## src/pkg/ccp_pkg.sv

```systemverilog
// Package: constants and types of the camera command and control port
package ccp_pkg;

	localparam logic [6:0]  SLAVE_ADDR        = 7'h2A;
	localparam int          WORD_W            = 16;
	localparam int          PARAM_N           = 32;
	localparam int          IDX_W             = 5;
	localparam int          SYNC_STAGES       = 3;

	// Command kinds, carried in bits 1:0 of the command word
	localparam logic [1:0]  CMD_GET           = 2'h0;
	localparam logic [1:0]  CMD_SET           = 2'h1;
	localparam logic [1:0]  CMD_RUN           = 2'h2;
	localparam logic [1:0]  CMD_BAD           = 2'h3;
	localparam int          CMD_IDX_LSB       = 2;

	// Run function codes (parameter index field of a run command)
	localparam logic [4:0]  RUN_SAVE_DEFAULTS = 5'h01;
	localparam logic [4:0]  RUN_LOAD_DEFAULTS = 5'h02;

	// Parameter indices
	localparam logic [4:0]  P_AGC_MODE        = 5'h00;
	localparam logic [4:0]  P_AGC_ROI0        = 5'h01;
	localparam logic [4:0]  P_AGC_ROI1        = 5'h02;
	localparam logic [4:0]  P_AGC_ROI2        = 5'h03;
	localparam logic [4:0]  P_AGC_ROI3        = 5'h04;
	localparam logic [4:0]  P_CLIP_HIGH       = 5'h05;
	localparam logic [4:0]  P_CLIP_LOW        = 5'h06;
	localparam logic [4:0]  P_DAMPING         = 5'h07;
	localparam logic [4:0]  P_TELEM_EN        = 5'h08;
	localparam logic [4:0]  P_TELEM_LOC       = 5'h09;
	localparam logic [4:0]  P_FFC_AVG         = 5'h0A;
	localparam logic [4:0]  P_FFC_MODE        = 5'h0B;
	localparam logic [4:0]  P_FFC_PER_LO      = 5'h0C;
	localparam logic [4:0]  P_FFC_PER_HI      = 5'h0D;
	localparam logic [4:0]  P_FFC_DELTA       = 5'h0E;
	localparam logic [4:0]  P_GAIN_MODE       = 5'h0F;
	localparam logic [4:0]  P_GSW_P_HL        = 5'h10;
	localparam logic [4:0]  P_GSW_P_LH        = 5'h11;
	localparam logic [4:0]  P_GSW_C_HL        = 5'h12;
	localparam logic [4:0]  P_GSW_C_LH        = 5'h13;
	localparam logic [4:0]  P_GSW_T_HL        = 5'h14;
	localparam logic [4:0]  P_GSW_T_LH        = 5'h15;
	localparam logic [4:0]  P_VID_FORMAT      = 5'h16;
	localparam logic [4:0]  P_COLOR_LUT       = 5'h17;
	localparam logic [4:0]  P_GPIO_MODE       = 5'h18;
	localparam logic [4:0]  P_VSYNC_DELAY     = 5'h19;
	localparam logic [4:0]  P_RADIOMETRY      = 5'h1A;
	localparam logic [4:0]  P_TLIN_EN         = 5'h1B;
	localparam logic [4:0]  P_TLIN_RES        = 5'h1C;
	localparam logic [4:0]  P_SPOT_ROI01      = 5'h1D;
	localparam logic [4:0]  P_SPOT_ROI23      = 5'h1E;
	localparam logic [4:0]  P_FLUX_SEL        = 5'h1F;

	// Power-on values
	localparam logic [15:0] PON_DISABLED      = 16'h0000;
	localparam logic [15:0] PON_ENABLED       = 16'h0001;
	localparam logic [15:0] PON_ROI_X_END     = 16'h004F;
	localparam logic [15:0] PON_ROI_Y_END     = 16'h003B;
	localparam logic [15:0] PON_CLIP_HIGH     = 16'h12C0;
	localparam logic [15:0] PON_CLIP_LOW      = 16'h0200;
	localparam logic [15:0] PON_DAMPING       = 16'h0040;
	localparam logic [15:0] PON_TELEM_FOOTER  = 16'h0001;
	localparam logic [15:0] PON_FFC_AVG       = 16'h0008;
	localparam logic [15:0] PON_FFC_AUTO      = 16'h0001;
	localparam logic [15:0] PON_FFC_PER_LO    = 16'hBF20;
	localparam logic [15:0] PON_FFC_PER_HI    = 16'h0002;
	localparam logic [15:0] PON_FFC_DELTA     = 16'h0096;
	localparam logic [15:0] PON_GAIN_HIGH     = 16'h0000;
	localparam logic [15:0] PON_GSW_P_HL      = 16'h0019;
	localparam logic [15:0] PON_GSW_P_LH      = 16'h005A;
	localparam logic [15:0] PON_GSW_C_HL      = 16'h0073;
	localparam logic [15:0] PON_GSW_C_LH      = 16'h0055;
	localparam logic [15:0] PON_GSW_T_HL      = 16'h0184;
	localparam logic [15:0] PON_GSW_T_LH      = 16'h0166;
	localparam logic [15:0] PON_FOURTEEN_BIT_RAW_FORMAT         = 16'h0000;
	localparam logic [15:0] PON_LUT_FUSION    = 16'h0001;
	localparam logic [15:0] PON_VSYNC_DELAY   = 16'h0000;
	localparam logic [15:0] PON_TLIN_RES_001  = 16'h0001;
	localparam logic [15:0] PON_SPOT_ROI01    = 16'h1E1D;
	localparam logic [15:0] PON_SPOT_ROI23    = 16'h2827;
	localparam logic [15:0] PON_FLUX_SEL      = 16'h0000;
	localparam logic [15:0] FLUX_EVEN         = 16'h2000;
	localparam logic [15:0] FLUX_ODD          = 16'h734B;
	localparam int          FLUX_N            = 6;

	// Telemetry word locations (row select in bits 9:8, word in 7:0)
	localparam logic [9:0]  TEL_A38           = 10'h026;
	localparam logic [9:0]  TEL_A39           = 10'h027;
	localparam logic [9:0]  TEL_A42           = 10'h02A;
	localparam logic [9:0]  TEL_A74           = 10'h04A;
	localparam logic [9:0]  TEL_B5            = 10'h105;
	localparam logic [9:0]  TEL_C48           = 10'h230;
	localparam logic [9:0]  TEL_C49           = 10'h231;
	localparam logic [9:0]  TEL_C50           = 10'h232;

	typedef struct packed {
		logic        valid;
		logic [1:0]  kind;
		logic [4:0]  index;
		logic [15:0] data;
	} cmd_report_t;

	typedef struct packed {
		logic [9:0]  loc;
		logic [15:0] data;
	} telem_word_t;

	typedef logic [15:0] pon_table_t [PARAM_N];

	function automatic logic [15:0] pon_value(input logic [4:0] idx);
		case (idx)
			P_AGC_ROI2:   pon_value = PON_ROI_X_END;
			P_AGC_ROI3:   pon_value = PON_ROI_Y_END;
			P_CLIP_HIGH:  pon_value = PON_CLIP_HIGH;
			P_CLIP_LOW:   pon_value = PON_CLIP_LOW;
			P_DAMPING:    pon_value = PON_DAMPING;
			P_TELEM_LOC:  pon_value = PON_TELEM_FOOTER;
			P_FFC_AVG:    pon_value = PON_FFC_AVG;
			P_FFC_MODE:   pon_value = PON_FFC_AUTO;
			P_FFC_PER_LO: pon_value = PON_FFC_PER_LO;
			P_FFC_PER_HI: pon_value = PON_FFC_PER_HI;
			P_FFC_DELTA:  pon_value = PON_FFC_DELTA;
			P_GAIN_MODE:  pon_value = PON_GAIN_HIGH;
			P_GSW_P_HL:   pon_value = PON_GSW_P_HL;
			P_GSW_P_LH:   pon_value = PON_GSW_P_LH;
			P_GSW_C_HL:   pon_value = PON_GSW_C_HL;
			P_GSW_C_LH:   pon_value = PON_GSW_C_LH;
			P_GSW_T_HL:   pon_value = PON_GSW_T_HL;
			P_GSW_T_LH:   pon_value = PON_GSW_T_LH;
			P_VID_FORMAT: pon_value = PON_FOURTEEN_BIT_RAW_FORMAT;
			P_COLOR_LUT:  pon_value = PON_LUT_FUSION;
			P_VSYNC_DELAY: pon_value = PON_VSYNC_DELAY;
			P_RADIOMETRY: pon_value = PON_ENABLED;
			P_TLIN_EN:    pon_value = PON_ENABLED;
			P_TLIN_RES:   pon_value = PON_TLIN_RES_001;
			P_SPOT_ROI01: pon_value = PON_SPOT_ROI01;
			P_SPOT_ROI23: pon_value = PON_SPOT_ROI23;
			default:      pon_value = PON_DISABLED;
		endcase
	endfunction : pon_value

endpackage : ccp_pkg

```

## src/verilog/sync_filter.sv

```systemverilog
// Three-stage input synchroniser with agreement filter
`timescale 1ns/100ps
`default_nettype none
module sync_filter
	import ccp_pkg::*;
(
	input  wire logic i_clk,
	input  wire logic i_nrst,
	input  wire logic i_pin,
	output var  logic o_level
);
	logic [SYNC_STAGES-1:0] stage;
	logic                   next_level;

	always_comb begin
		next_level = o_level;
		// Stage 0 only feeds stage 1; the filter looks at stages 1 and 2
		if (stage[1] == stage[2]) begin
			next_level = stage[2];
		end
	end

	always_ff @(posedge i_clk or negedge i_nrst) begin
		if (!i_nrst) begin
			// Idle-high reset: a low reset value would fake an edge on release
			stage   <= '1;
			o_level <= 1'b1;
		end else begin
			stage   <= {stage[SYNC_STAGES-2:0], i_pin};
			o_level <= next_level;
		end
	end

	if (SYNC_STAGES != 3) begin : g_stage_check
		$error("sync_filter needs three stages");
	end
endmodule : sync_filter
`default_nettype wire

```

## src/verilog/command_control_port.sv

```systemverilog
// Two-wire command and control slave with parameter store and user defaults
`timescale 1ns/100ps
`default_nettype none
module command_control_port
	import ccp_pkg::*;
(
	input  wire logic         i_clk,
	input  wire logic         i_nrst,
	input  wire logic         i_scl,
	input  wire logic         i_sda,
	input  wire logic         i_otp_programming_supply,
	input  wire logic         i_otp_valid,
	input  wire logic [511:0] i_otp_image,
	input  wire logic [15:0]  i_spot_value,
	output logic              o_sda_oe,
	output logic              o_sda_out,
	output logic              o_otp_write,
	output logic [511:0]      o_otp_image,
	output logic              o_otp_write_refused,
	output cmd_report_t       o_cmd,
	output telem_word_t       o_telem,
	output logic [15:0]       o_flux [FLUX_N],
	output logic              o_radiometry,
	output logic              o_tlinear,
	output logic              o_telem_en
);
	typedef enum logic [5:0] {
		S_IDLE  = 6'b000001,
		S_ADDR  = 6'b000010,
		S_ACK   = 6'b000100,
		S_RX    = 6'b001000,
		S_TX    = 6'b010000,
		S_WAIT  = 6'b100000
	} state_t;

	// ----------------------------------------------------------------
	// Pin sampling
	// ----------------------------------------------------------------
	logic scl;
	logic sda;
	logic scl_d;
	logic sda_d;

	sync_filter u_scl (.i_clk(i_clk), .i_nrst(i_nrst), .i_pin(i_scl),
		.o_level(scl));
	sync_filter u_sda (.i_clk(i_clk), .i_nrst(i_nrst), .i_pin(i_sda),
		.o_level(sda));

	wire scl_rise = scl & ~scl_d;
	wire scl_fall = ~scl & scl_d;
	wire start_c  = scl & scl_d & sda_d & ~sda;
	wire stop_c   = scl & scl_d & ~sda_d & sda;

	// ----------------------------------------------------------------
	// Bus state
	// ----------------------------------------------------------------
	state_t      state;
	state_t      next_state;
	logic [3:0]  bitcnt;
	logic [3:0]  next_bitcnt;
	logic [7:0]  shreg;
	logic [7:0]  next_shreg;
	logic        rd;
	logic        next_rd;
	logic        odd;
	logic        next_odd;
	logic [15:0] word;
	logic [15:0] next_word;
	logic [1:0]  nwords;
	logic [1:0]  next_nwords;
	logic        word_done;
	logic [4:0]  ptr;
	logic [4:0]  next_ptr;
	logic [1:0]  kind;
	logic [1:0]  next_kind;
	logic        sda_oe;
	logic        next_sda_oe;
	logic [15:0] params [PARAM_N];
	logic [15:0] next_params [PARAM_N];
	logic        otp_write;
	logic        next_otp_write;
	logic        refused;
	logic        next_refused;
	cmd_report_t next_cmd;
	logic        loaded;
	logic        next_loaded;

	always_comb begin
		next_state     = state;
		next_bitcnt    = bitcnt;
		next_shreg     = shreg;
		next_rd        = rd;
		next_odd       = odd;
		next_word      = word;
		next_nwords    = nwords;
		next_ptr       = ptr;
		next_kind      = kind;
		next_sda_oe    = sda_oe;
		next_params    = params;
		next_otp_write = 1'b0;
		next_refused   = 1'b0;
		next_loaded    = 1'b1;
		next_cmd       = '0;
		word_done      = 1'b0;
		// Stored user defaults replace the factory values once after reset
		if (!loaded && i_otp_valid) begin
			for (int k = 0; k < PARAM_N; k++) begin
				next_params[k] = i_otp_image[k*WORD_W +: WORD_W];
			end
		end
		if (start_c) begin
			next_state  = S_ADDR;
			next_bitcnt = '0;
			next_odd    = 1'b0;
			next_nwords = '0;
			next_sda_oe = 1'b0;
		end else if (stop_c) begin
			next_state  = S_IDLE;
			next_sda_oe = 1'b0;
		end else begin
			case (state)
				S_IDLE: begin
				end
				S_ADDR, S_RX: begin
					if (scl_rise) begin
						next_shreg  = {shreg[6:0], sda};
						next_bitcnt = bitcnt + 4'h1;
					end else if (scl_fall && bitcnt == 4'h8) begin
						next_bitcnt = '0;
						if (state == S_ADDR) begin
							if (shreg[7:1] == SLAVE_ADDR) begin
								next_rd     = shreg[0];
								next_sda_oe = 1'b1;
								next_state  = S_ACK;
								next_word   = params[ptr];
							end else begin
								next_state = S_WAIT;
							end
						end else begin
							next_sda_oe = 1'b1;
							next_state  = S_ACK;
							// Bytes pair high then low into one word
							next_odd    = ~odd;
							next_word   = {word[7:0], shreg};
							word_done   = odd;
						end
					end
				end
				S_ACK: begin
					if (scl_fall) begin
						next_sda_oe = rd ? ~word[{~odd, 3'h7}] : 1'b0;
						next_state  = rd ? S_TX : S_RX;
						next_bitcnt = '0;
					end
				end
				S_TX: begin
					if (scl_rise) begin
						next_bitcnt = bitcnt + 4'h1;
					end else if (scl_fall) begin
						if (bitcnt == 4'h8) begin
							next_sda_oe = 1'b0;
							next_state  = S_WAIT;
							next_odd    = ~odd;
							next_word   = odd ? params[ptr + 5'h1] : word;
							if (odd) next_ptr = ptr + 5'h1;
						end else begin
							next_sda_oe = ~word[{~odd, 3'h7 - bitcnt[2:0]}];
						end
					end
				end
				S_WAIT: begin
					// Host acknowledge of a read byte: continue only on ACK low
					if (rd && scl_rise) begin
						next_state = sda ? S_WAIT : S_ACK;
					end
				end
				default: next_state = S_IDLE;
			endcase
		end
		if (word_done) begin
			next_nwords = (nwords == 2'h3) ? nwords : nwords + 2'h1;
			if (nwords == 2'h0) begin
				next_kind = next_word[1:0];
				next_ptr  = next_word[CMD_IDX_LSB +: IDX_W];
				next_cmd  = '{next_word[1:0] != CMD_BAD, next_word[1:0],
					next_word[CMD_IDX_LSB +: IDX_W], 16'h0};
				if (next_word[1:0] == CMD_RUN) begin
					if (next_word[CMD_IDX_LSB +: IDX_W] == RUN_SAVE_DEFAULTS) begin
						next_otp_write = i_otp_programming_supply;
						next_refused   = ~i_otp_programming_supply;
					end else if (next_word[CMD_IDX_LSB +: IDX_W] == RUN_LOAD_DEFAULTS) begin
						for (int k = 0; k < PARAM_N; k++) begin
							next_params[k] = pon_value(5'(k));
						end
					end
				end
			end else if (kind == CMD_SET) begin
				next_params[ptr] = next_word;
				next_cmd = '{1'b1, CMD_SET, ptr, next_word};
				next_ptr = ptr + 5'h1;
			end
		end
	end

	always_ff @(posedge i_clk or negedge i_nrst) begin
		if (!i_nrst) begin
			scl_d     <= 1'b1;
			sda_d     <= 1'b1;
			state     <= S_IDLE;
			bitcnt    <= '0;
			shreg     <= '0;
			rd        <= 1'b0;
			odd       <= 1'b0;
			word      <= '0;
			nwords    <= '0;
			ptr       <= '0;
			kind      <= CMD_GET;
			sda_oe    <= 1'b0;
			otp_write <= 1'b0;
			refused   <= 1'b0;
			loaded    <= 1'b0;
			o_cmd     <= '0;
			for (int k = 0; k < PARAM_N; k++) begin
				params[k] <= pon_value(5'(k));
			end
		end else begin
			scl_d     <= scl;
			sda_d     <= sda;
			state     <= next_state;
			bitcnt    <= next_bitcnt;
			shreg     <= next_shreg;
			rd        <= next_rd;
			odd       <= next_odd;
			word      <= next_word;
			nwords    <= next_nwords;
			ptr       <= next_ptr;
			kind      <= next_kind;
			sda_oe    <= next_sda_oe;
			otp_write <= next_otp_write;
			refused   <= next_refused;
			loaded    <= next_loaded;
			o_cmd     <= next_cmd;
			params    <= next_params;
		end
	end

	// ----------------------------------------------------------------
	// Outputs and telemetry mirror
	// ----------------------------------------------------------------
	logic [2:0]  tel_sel;
	telem_word_t next_tel;

	always_comb begin
		case (tel_sel)
			3'h0:    next_tel = '{TEL_A38, params[P_CLIP_HIGH]};
			3'h1:    next_tel = '{TEL_A39, params[P_CLIP_LOW]};
			3'h2:    next_tel = '{TEL_A42, params[P_DAMPING]};
			3'h3:    next_tel = '{TEL_A74, params[P_FFC_AVG]};
			3'h4:    next_tel = '{TEL_B5,  params[P_GAIN_MODE]};
			3'h5:    next_tel = '{TEL_C48, params[P_TLIN_EN]};
			3'h6:    next_tel = '{TEL_C49, params[P_TLIN_RES]};
			default: next_tel = '{TEL_C50, i_spot_value};
		endcase
	end

	always_ff @(posedge i_clk or negedge i_nrst) begin
		if (!i_nrst) begin
			tel_sel             <= '0;
			o_telem             <= '0;
			o_sda_oe            <= 1'b0;
			o_sda_out           <= 1'b0;
			o_otp_write         <= 1'b0;
			o_otp_image         <= '0;
			o_otp_write_refused <= 1'b0;
			o_radiometry        <= 1'b1;
			o_tlinear           <= 1'b1;
			o_telem_en          <= 1'b0;
			for (int k = 0; k < FLUX_N; k++) begin
				o_flux[k] <= k[0] ? FLUX_ODD : FLUX_EVEN;
			end
		end else begin
			tel_sel             <= tel_sel + 3'h1;
			o_telem             <= next_tel;
			o_sda_oe            <= sda_oe;
			o_sda_out           <= 1'b0;
			o_otp_write         <= otp_write;
			o_otp_write_refused <= refused;
			o_radiometry        <= params[P_RADIOMETRY][0];
			o_tlinear           <= params[P_TLIN_EN][0];
			o_telem_en          <= params[P_TELEM_EN][0];
			for (int k = 0; k < PARAM_N; k++) begin
				o_otp_image[k*WORD_W +: WORD_W] <= params[k];
			end
			for (int k = 0; k < FLUX_N; k++) begin
				o_flux[k] <= k[0] ? FLUX_ODD : FLUX_EVEN;
			end
		end
	end
endmodule : command_control_port
`default_nettype wire

```

## config.mk

```make
export PLATFORM = sky130hd
export DESIGN_NAME = command_control_port
export DESIGN_NICKNAME = d
export VERILOG_FILES = /design/src/pkg/ccp_pkg.sv /design/src/verilog/sync_filter.sv /design/src/verilog/command_control_port.sv
export SDC_FILE = /design/constraint.sdc
export NUM_CORES = 2
export LEC_CHECK = 0
export BUFFER_PORTS_ARGS = -buffer_cell sky130_fd_sc_hd__buf_2
export CAP_MARGIN = 0
export CORE_AREA = 2 2 463 465
export DETAILED_ROUTE_END_ITERATION = 16
export DIE_AREA = 0 0 465 467
export PLACE_DENSITY = 0.42
export SETUP_SLACK_MARGIN = 0.1
export SYNTH_ARGS = -nofsm -noshare
export SYNTH_HDL_FRONTEND = slang
export SYNTH_SLANG_ARGS = --single-unit
```

## constraint.sdc

```tcl
create_clock -name i_clk -period 14.23 [get_ports i_clk]
set_input_delay 2.1345 -clock i_clk [delete_from_list [all_inputs] [get_ports i_clk]]
set_output_delay 2.1345 -clock i_clk [all_outputs]
set_load 0.01 [all_outputs]
```

==> flow_metrics.tcl <==
set metrics [dict create \
    status "finished, final reports clean" \
    critical_path_buf_inv_count 5 \
    grt_use_met1 0.414 \
    regArea_um2 28600 \
    ir_drop_mv 0.137 \
    seq_area_frac_synth 0.520 \
    fin_crit_ns 8.01 \
    synth.distinct_cells 79 \
    drive_gt1_frac 0.320 \
    drtPass1Iterations 6 \
    drtAntennaViolNets 0 \
    cp.arrival_ns 8.64 \
    maxCapViolations 0 \
    die_y_um 467 \
    clock_latency_ns 0.83 \
    cts_buffers 144 \
    placementRows 169 \
    path_cells "inv_1 > ha_4 > buf_4 > mux4_2 > mux2_2 > a222oi_1 > and4_1 > inv_1 > a211oi_2 > or3b_1 > a21oi_4 > buf_4 > buf_4 > o22ai_1" \
    ctsHoldBuffers 0 \
    finalWirelength_mm 350 \
    coreArea_um2 212000 \
    cpMostUsedCell "buf_4" \
    synth_area_leaders "dfrtp_1 (48%), mux2i_1 (9.3%), mux4_2 (8.3%)" \
    grt_usage 0.312 \
    detail_route.wl_per_cell_um 39.4 \
    clock_sinks 1139 \
    startpoint_type "flip-flop" \
    fill_cells 21700 \
    die_w_um 465 \
    fin_skew_ns 0.0485 \
    cts_buffer_depth 3 \
    dp_hpwl_mm 266 \
    async_flop_share 1.00 \
    max_freq_mhz 125 \
    busiest_layer "met2" \
    vias 48800 \
    post_cts_buffers 0 \
    die_area_um2 217000 \
    drc 0 \
    vias_per_cell 5.49 \
    power.density_nw_per_um2 144 \
    grt_max_degree 173 \
    rsz0062_at_grt "no" \
    cts-root-buf "clkbuf_16" \
    hold_violations 0 \
    slew_headroom 0.0503 \
    layoutNonFillerInstCount 8885 \
    htree_levels 4 \
    syn_area_um2 55000 \
    slew_violations 0 \
    use_met3 0.0876 \
    pin_count 1199 \
    ys_ff_latch 1139 \
    final_common_cell "buf_2" \
    grt_pass1_vias 47100 \
    finalCritPeriodShare 0.563 \
    grt_pass1_wl_mm 454 \
    ctsResizeCount 0 \
    synthFlopType "dfrtp_1" \
    multiInputGateArea_um2 24300 \
    initial_core_util 0.260 \
    critical_path_class "reg -> reg" \
    place_congestion 0.958 \
    overflow 0 \
    drt_iter0_drc 5544 \
    required_ns 14.86 \
    final_cell_mix "buf_2 (1099), dfrtp_1 (1049), nand2_1 (666), mux2i_1 (509), nor2_1 (380)" \
    dp.cells 8586 \
    use_met2 0.469 \
    antenna_found_initial 100 \
    crit_family "buffers and inverters" \
    synthCells 4953 \
    tns_ns 0 \
    area_delta_synth_final_pct 24.1 \
    path_max_fanout 77 \
    power_leakage_nw 29.1 \
    io_buffer_count 1100 \
    hold_path.class "reg -> reg" \
    slowest_stage "dfrtp_4" \
    critPathMaxStageDelay_ns 0.99 \
    synth_top_area_frac 0.479 \
    yosys_warnings 0 \
    setup_viol 0 \
    layout.nets 6458 \
    synth_top_area_cell "dfrtp_1" \
    syn_avg_cell_area_um2 11.1 \
    end_kind "flip-flop" \
    tightestPinTransition_ns 1.42 \
    cts_tree "yes" \
    clk_pin_slew_ns 0.06 \
    synth_edf_count 0 \
]
[path summary, 6_finish.rpt]
kind,cells after the start,to,start,slack (ns)
max,14,params[400],ptr[0],6.22
min,0,o_otp_write_refused,refused,0.36
max reg2reg,14,params[400],ptr[0],6.22
min reg2reg,0,o_otp_write_refused,refused,0.36
max in group asynchronous,4,params[72],i_nrst,9.85
min in group asynchronous,1,o_otp_image[419],i_nrst,1.28
[synthesized netlist by cell type (6+ instances only)]
cell type,number
nand2_1,666
nand2b_1,12
a21o_1,6
dfrtp_1,1052
buf_2,78
o22a_1,12
ha_1,13
a221oi_1,10
and2_1,29
a211oi_1,7
a21oi_1,288
a2bb2oi_1,16
a21oi_2,31
a31oi_1,20
nor2_1,409
a222oi_1,15
buf_6,21
clkbuf_1,272
xnor2_1,6
nor4_1,11
inv_1,22
nor3_1,18
mux4_2,203
nor2b_1,12
or4b_2,6
dfstp_2,87
o21ai_0,196
nand3_1,27
nand4_1,14
buf_4,120
o2bb2ai_1,137
mux2i_1,509
o22ai_1,344
buf_1,34
or4_1,13
and3_1,14
mux2_2,59
o21a_1,6
a22oi_1,71
[report_power, final]
group | total, mW | switching [mW] | internal (mW)
Combinational | 1.46 | 0.844 | 0.613
Sequential | 4.43 | 0.743 | 3.68
Clock | 3.94 | 1.59 | 2.34
[cells by family (layout without fill, tap and decap cells)]
group                      count (synthesis)  after routing  synth area share
and+or+nand+nor                         1270           1270            0.0969
muxes                                    771            771             0.188
adders and majority gates                 15             15           0.00332
DFF                                     1139           1139             0.520
xor gates and xnor gates                  12             12           0.00205
other                                      2            136          0.000137
buffers and inverters                    548           1525            0.0502
AOI/OAI and AO/OA                       1196           1196             0.140
[final cells by class]
| cell class | instances | share of cell area |
|---|---|---|
| flip-flops and latches | 1139 | 0.419 |
| multi-input cells | 3363 | 0.356 |
| repair buffers | 1240 | 0.0975 |
| clock buffers | 215 | 0.0635 |
| well taps | 2821 | 0.0517 |
| clock inverters | 47 | 0.00940 |
| diodes | 37 | 0.00136 |
| inverters | 23 | 0.00126 |
[through the flow]
step                       util  total power, mW  setup WS [ns]  cell area (um2)  hold slack, ns
after floorplan               -             4.74           8.86            55400           0.331
after global placement    0.299             5.88           6.61            63200           0.343
after detailed placement  0.299             5.89           6.38            63200           0.343
after CTS                 0.322             9.84           6.34            68200           0.356
after global routing      0.322             10.1           5.89            68200           0.360
final                     0.323             9.82           6.22            68300           0.357
[state kept, by name, indices dropped and copies added, names as in the netlist, 2 cells and up]
name and flops:
bitcnt 4, kind 2, nwords 2, o_cmd 24, o_otp_image 512, o_telem 24
params 512, ptr 5, shreg 8, state 6, tel_sel 3, u_scl.stage 3
u_sda.stage 3, word 16
[routing by layer]
metal	part of all wire	vias to the layer above
met2	0.44	2870
li1	-	19800
met5	0.00080	-
met1	0.42	25500
met4	0.048	44
met3	0.093	556
Note: power is estimated with default switching activity, not from simulation.
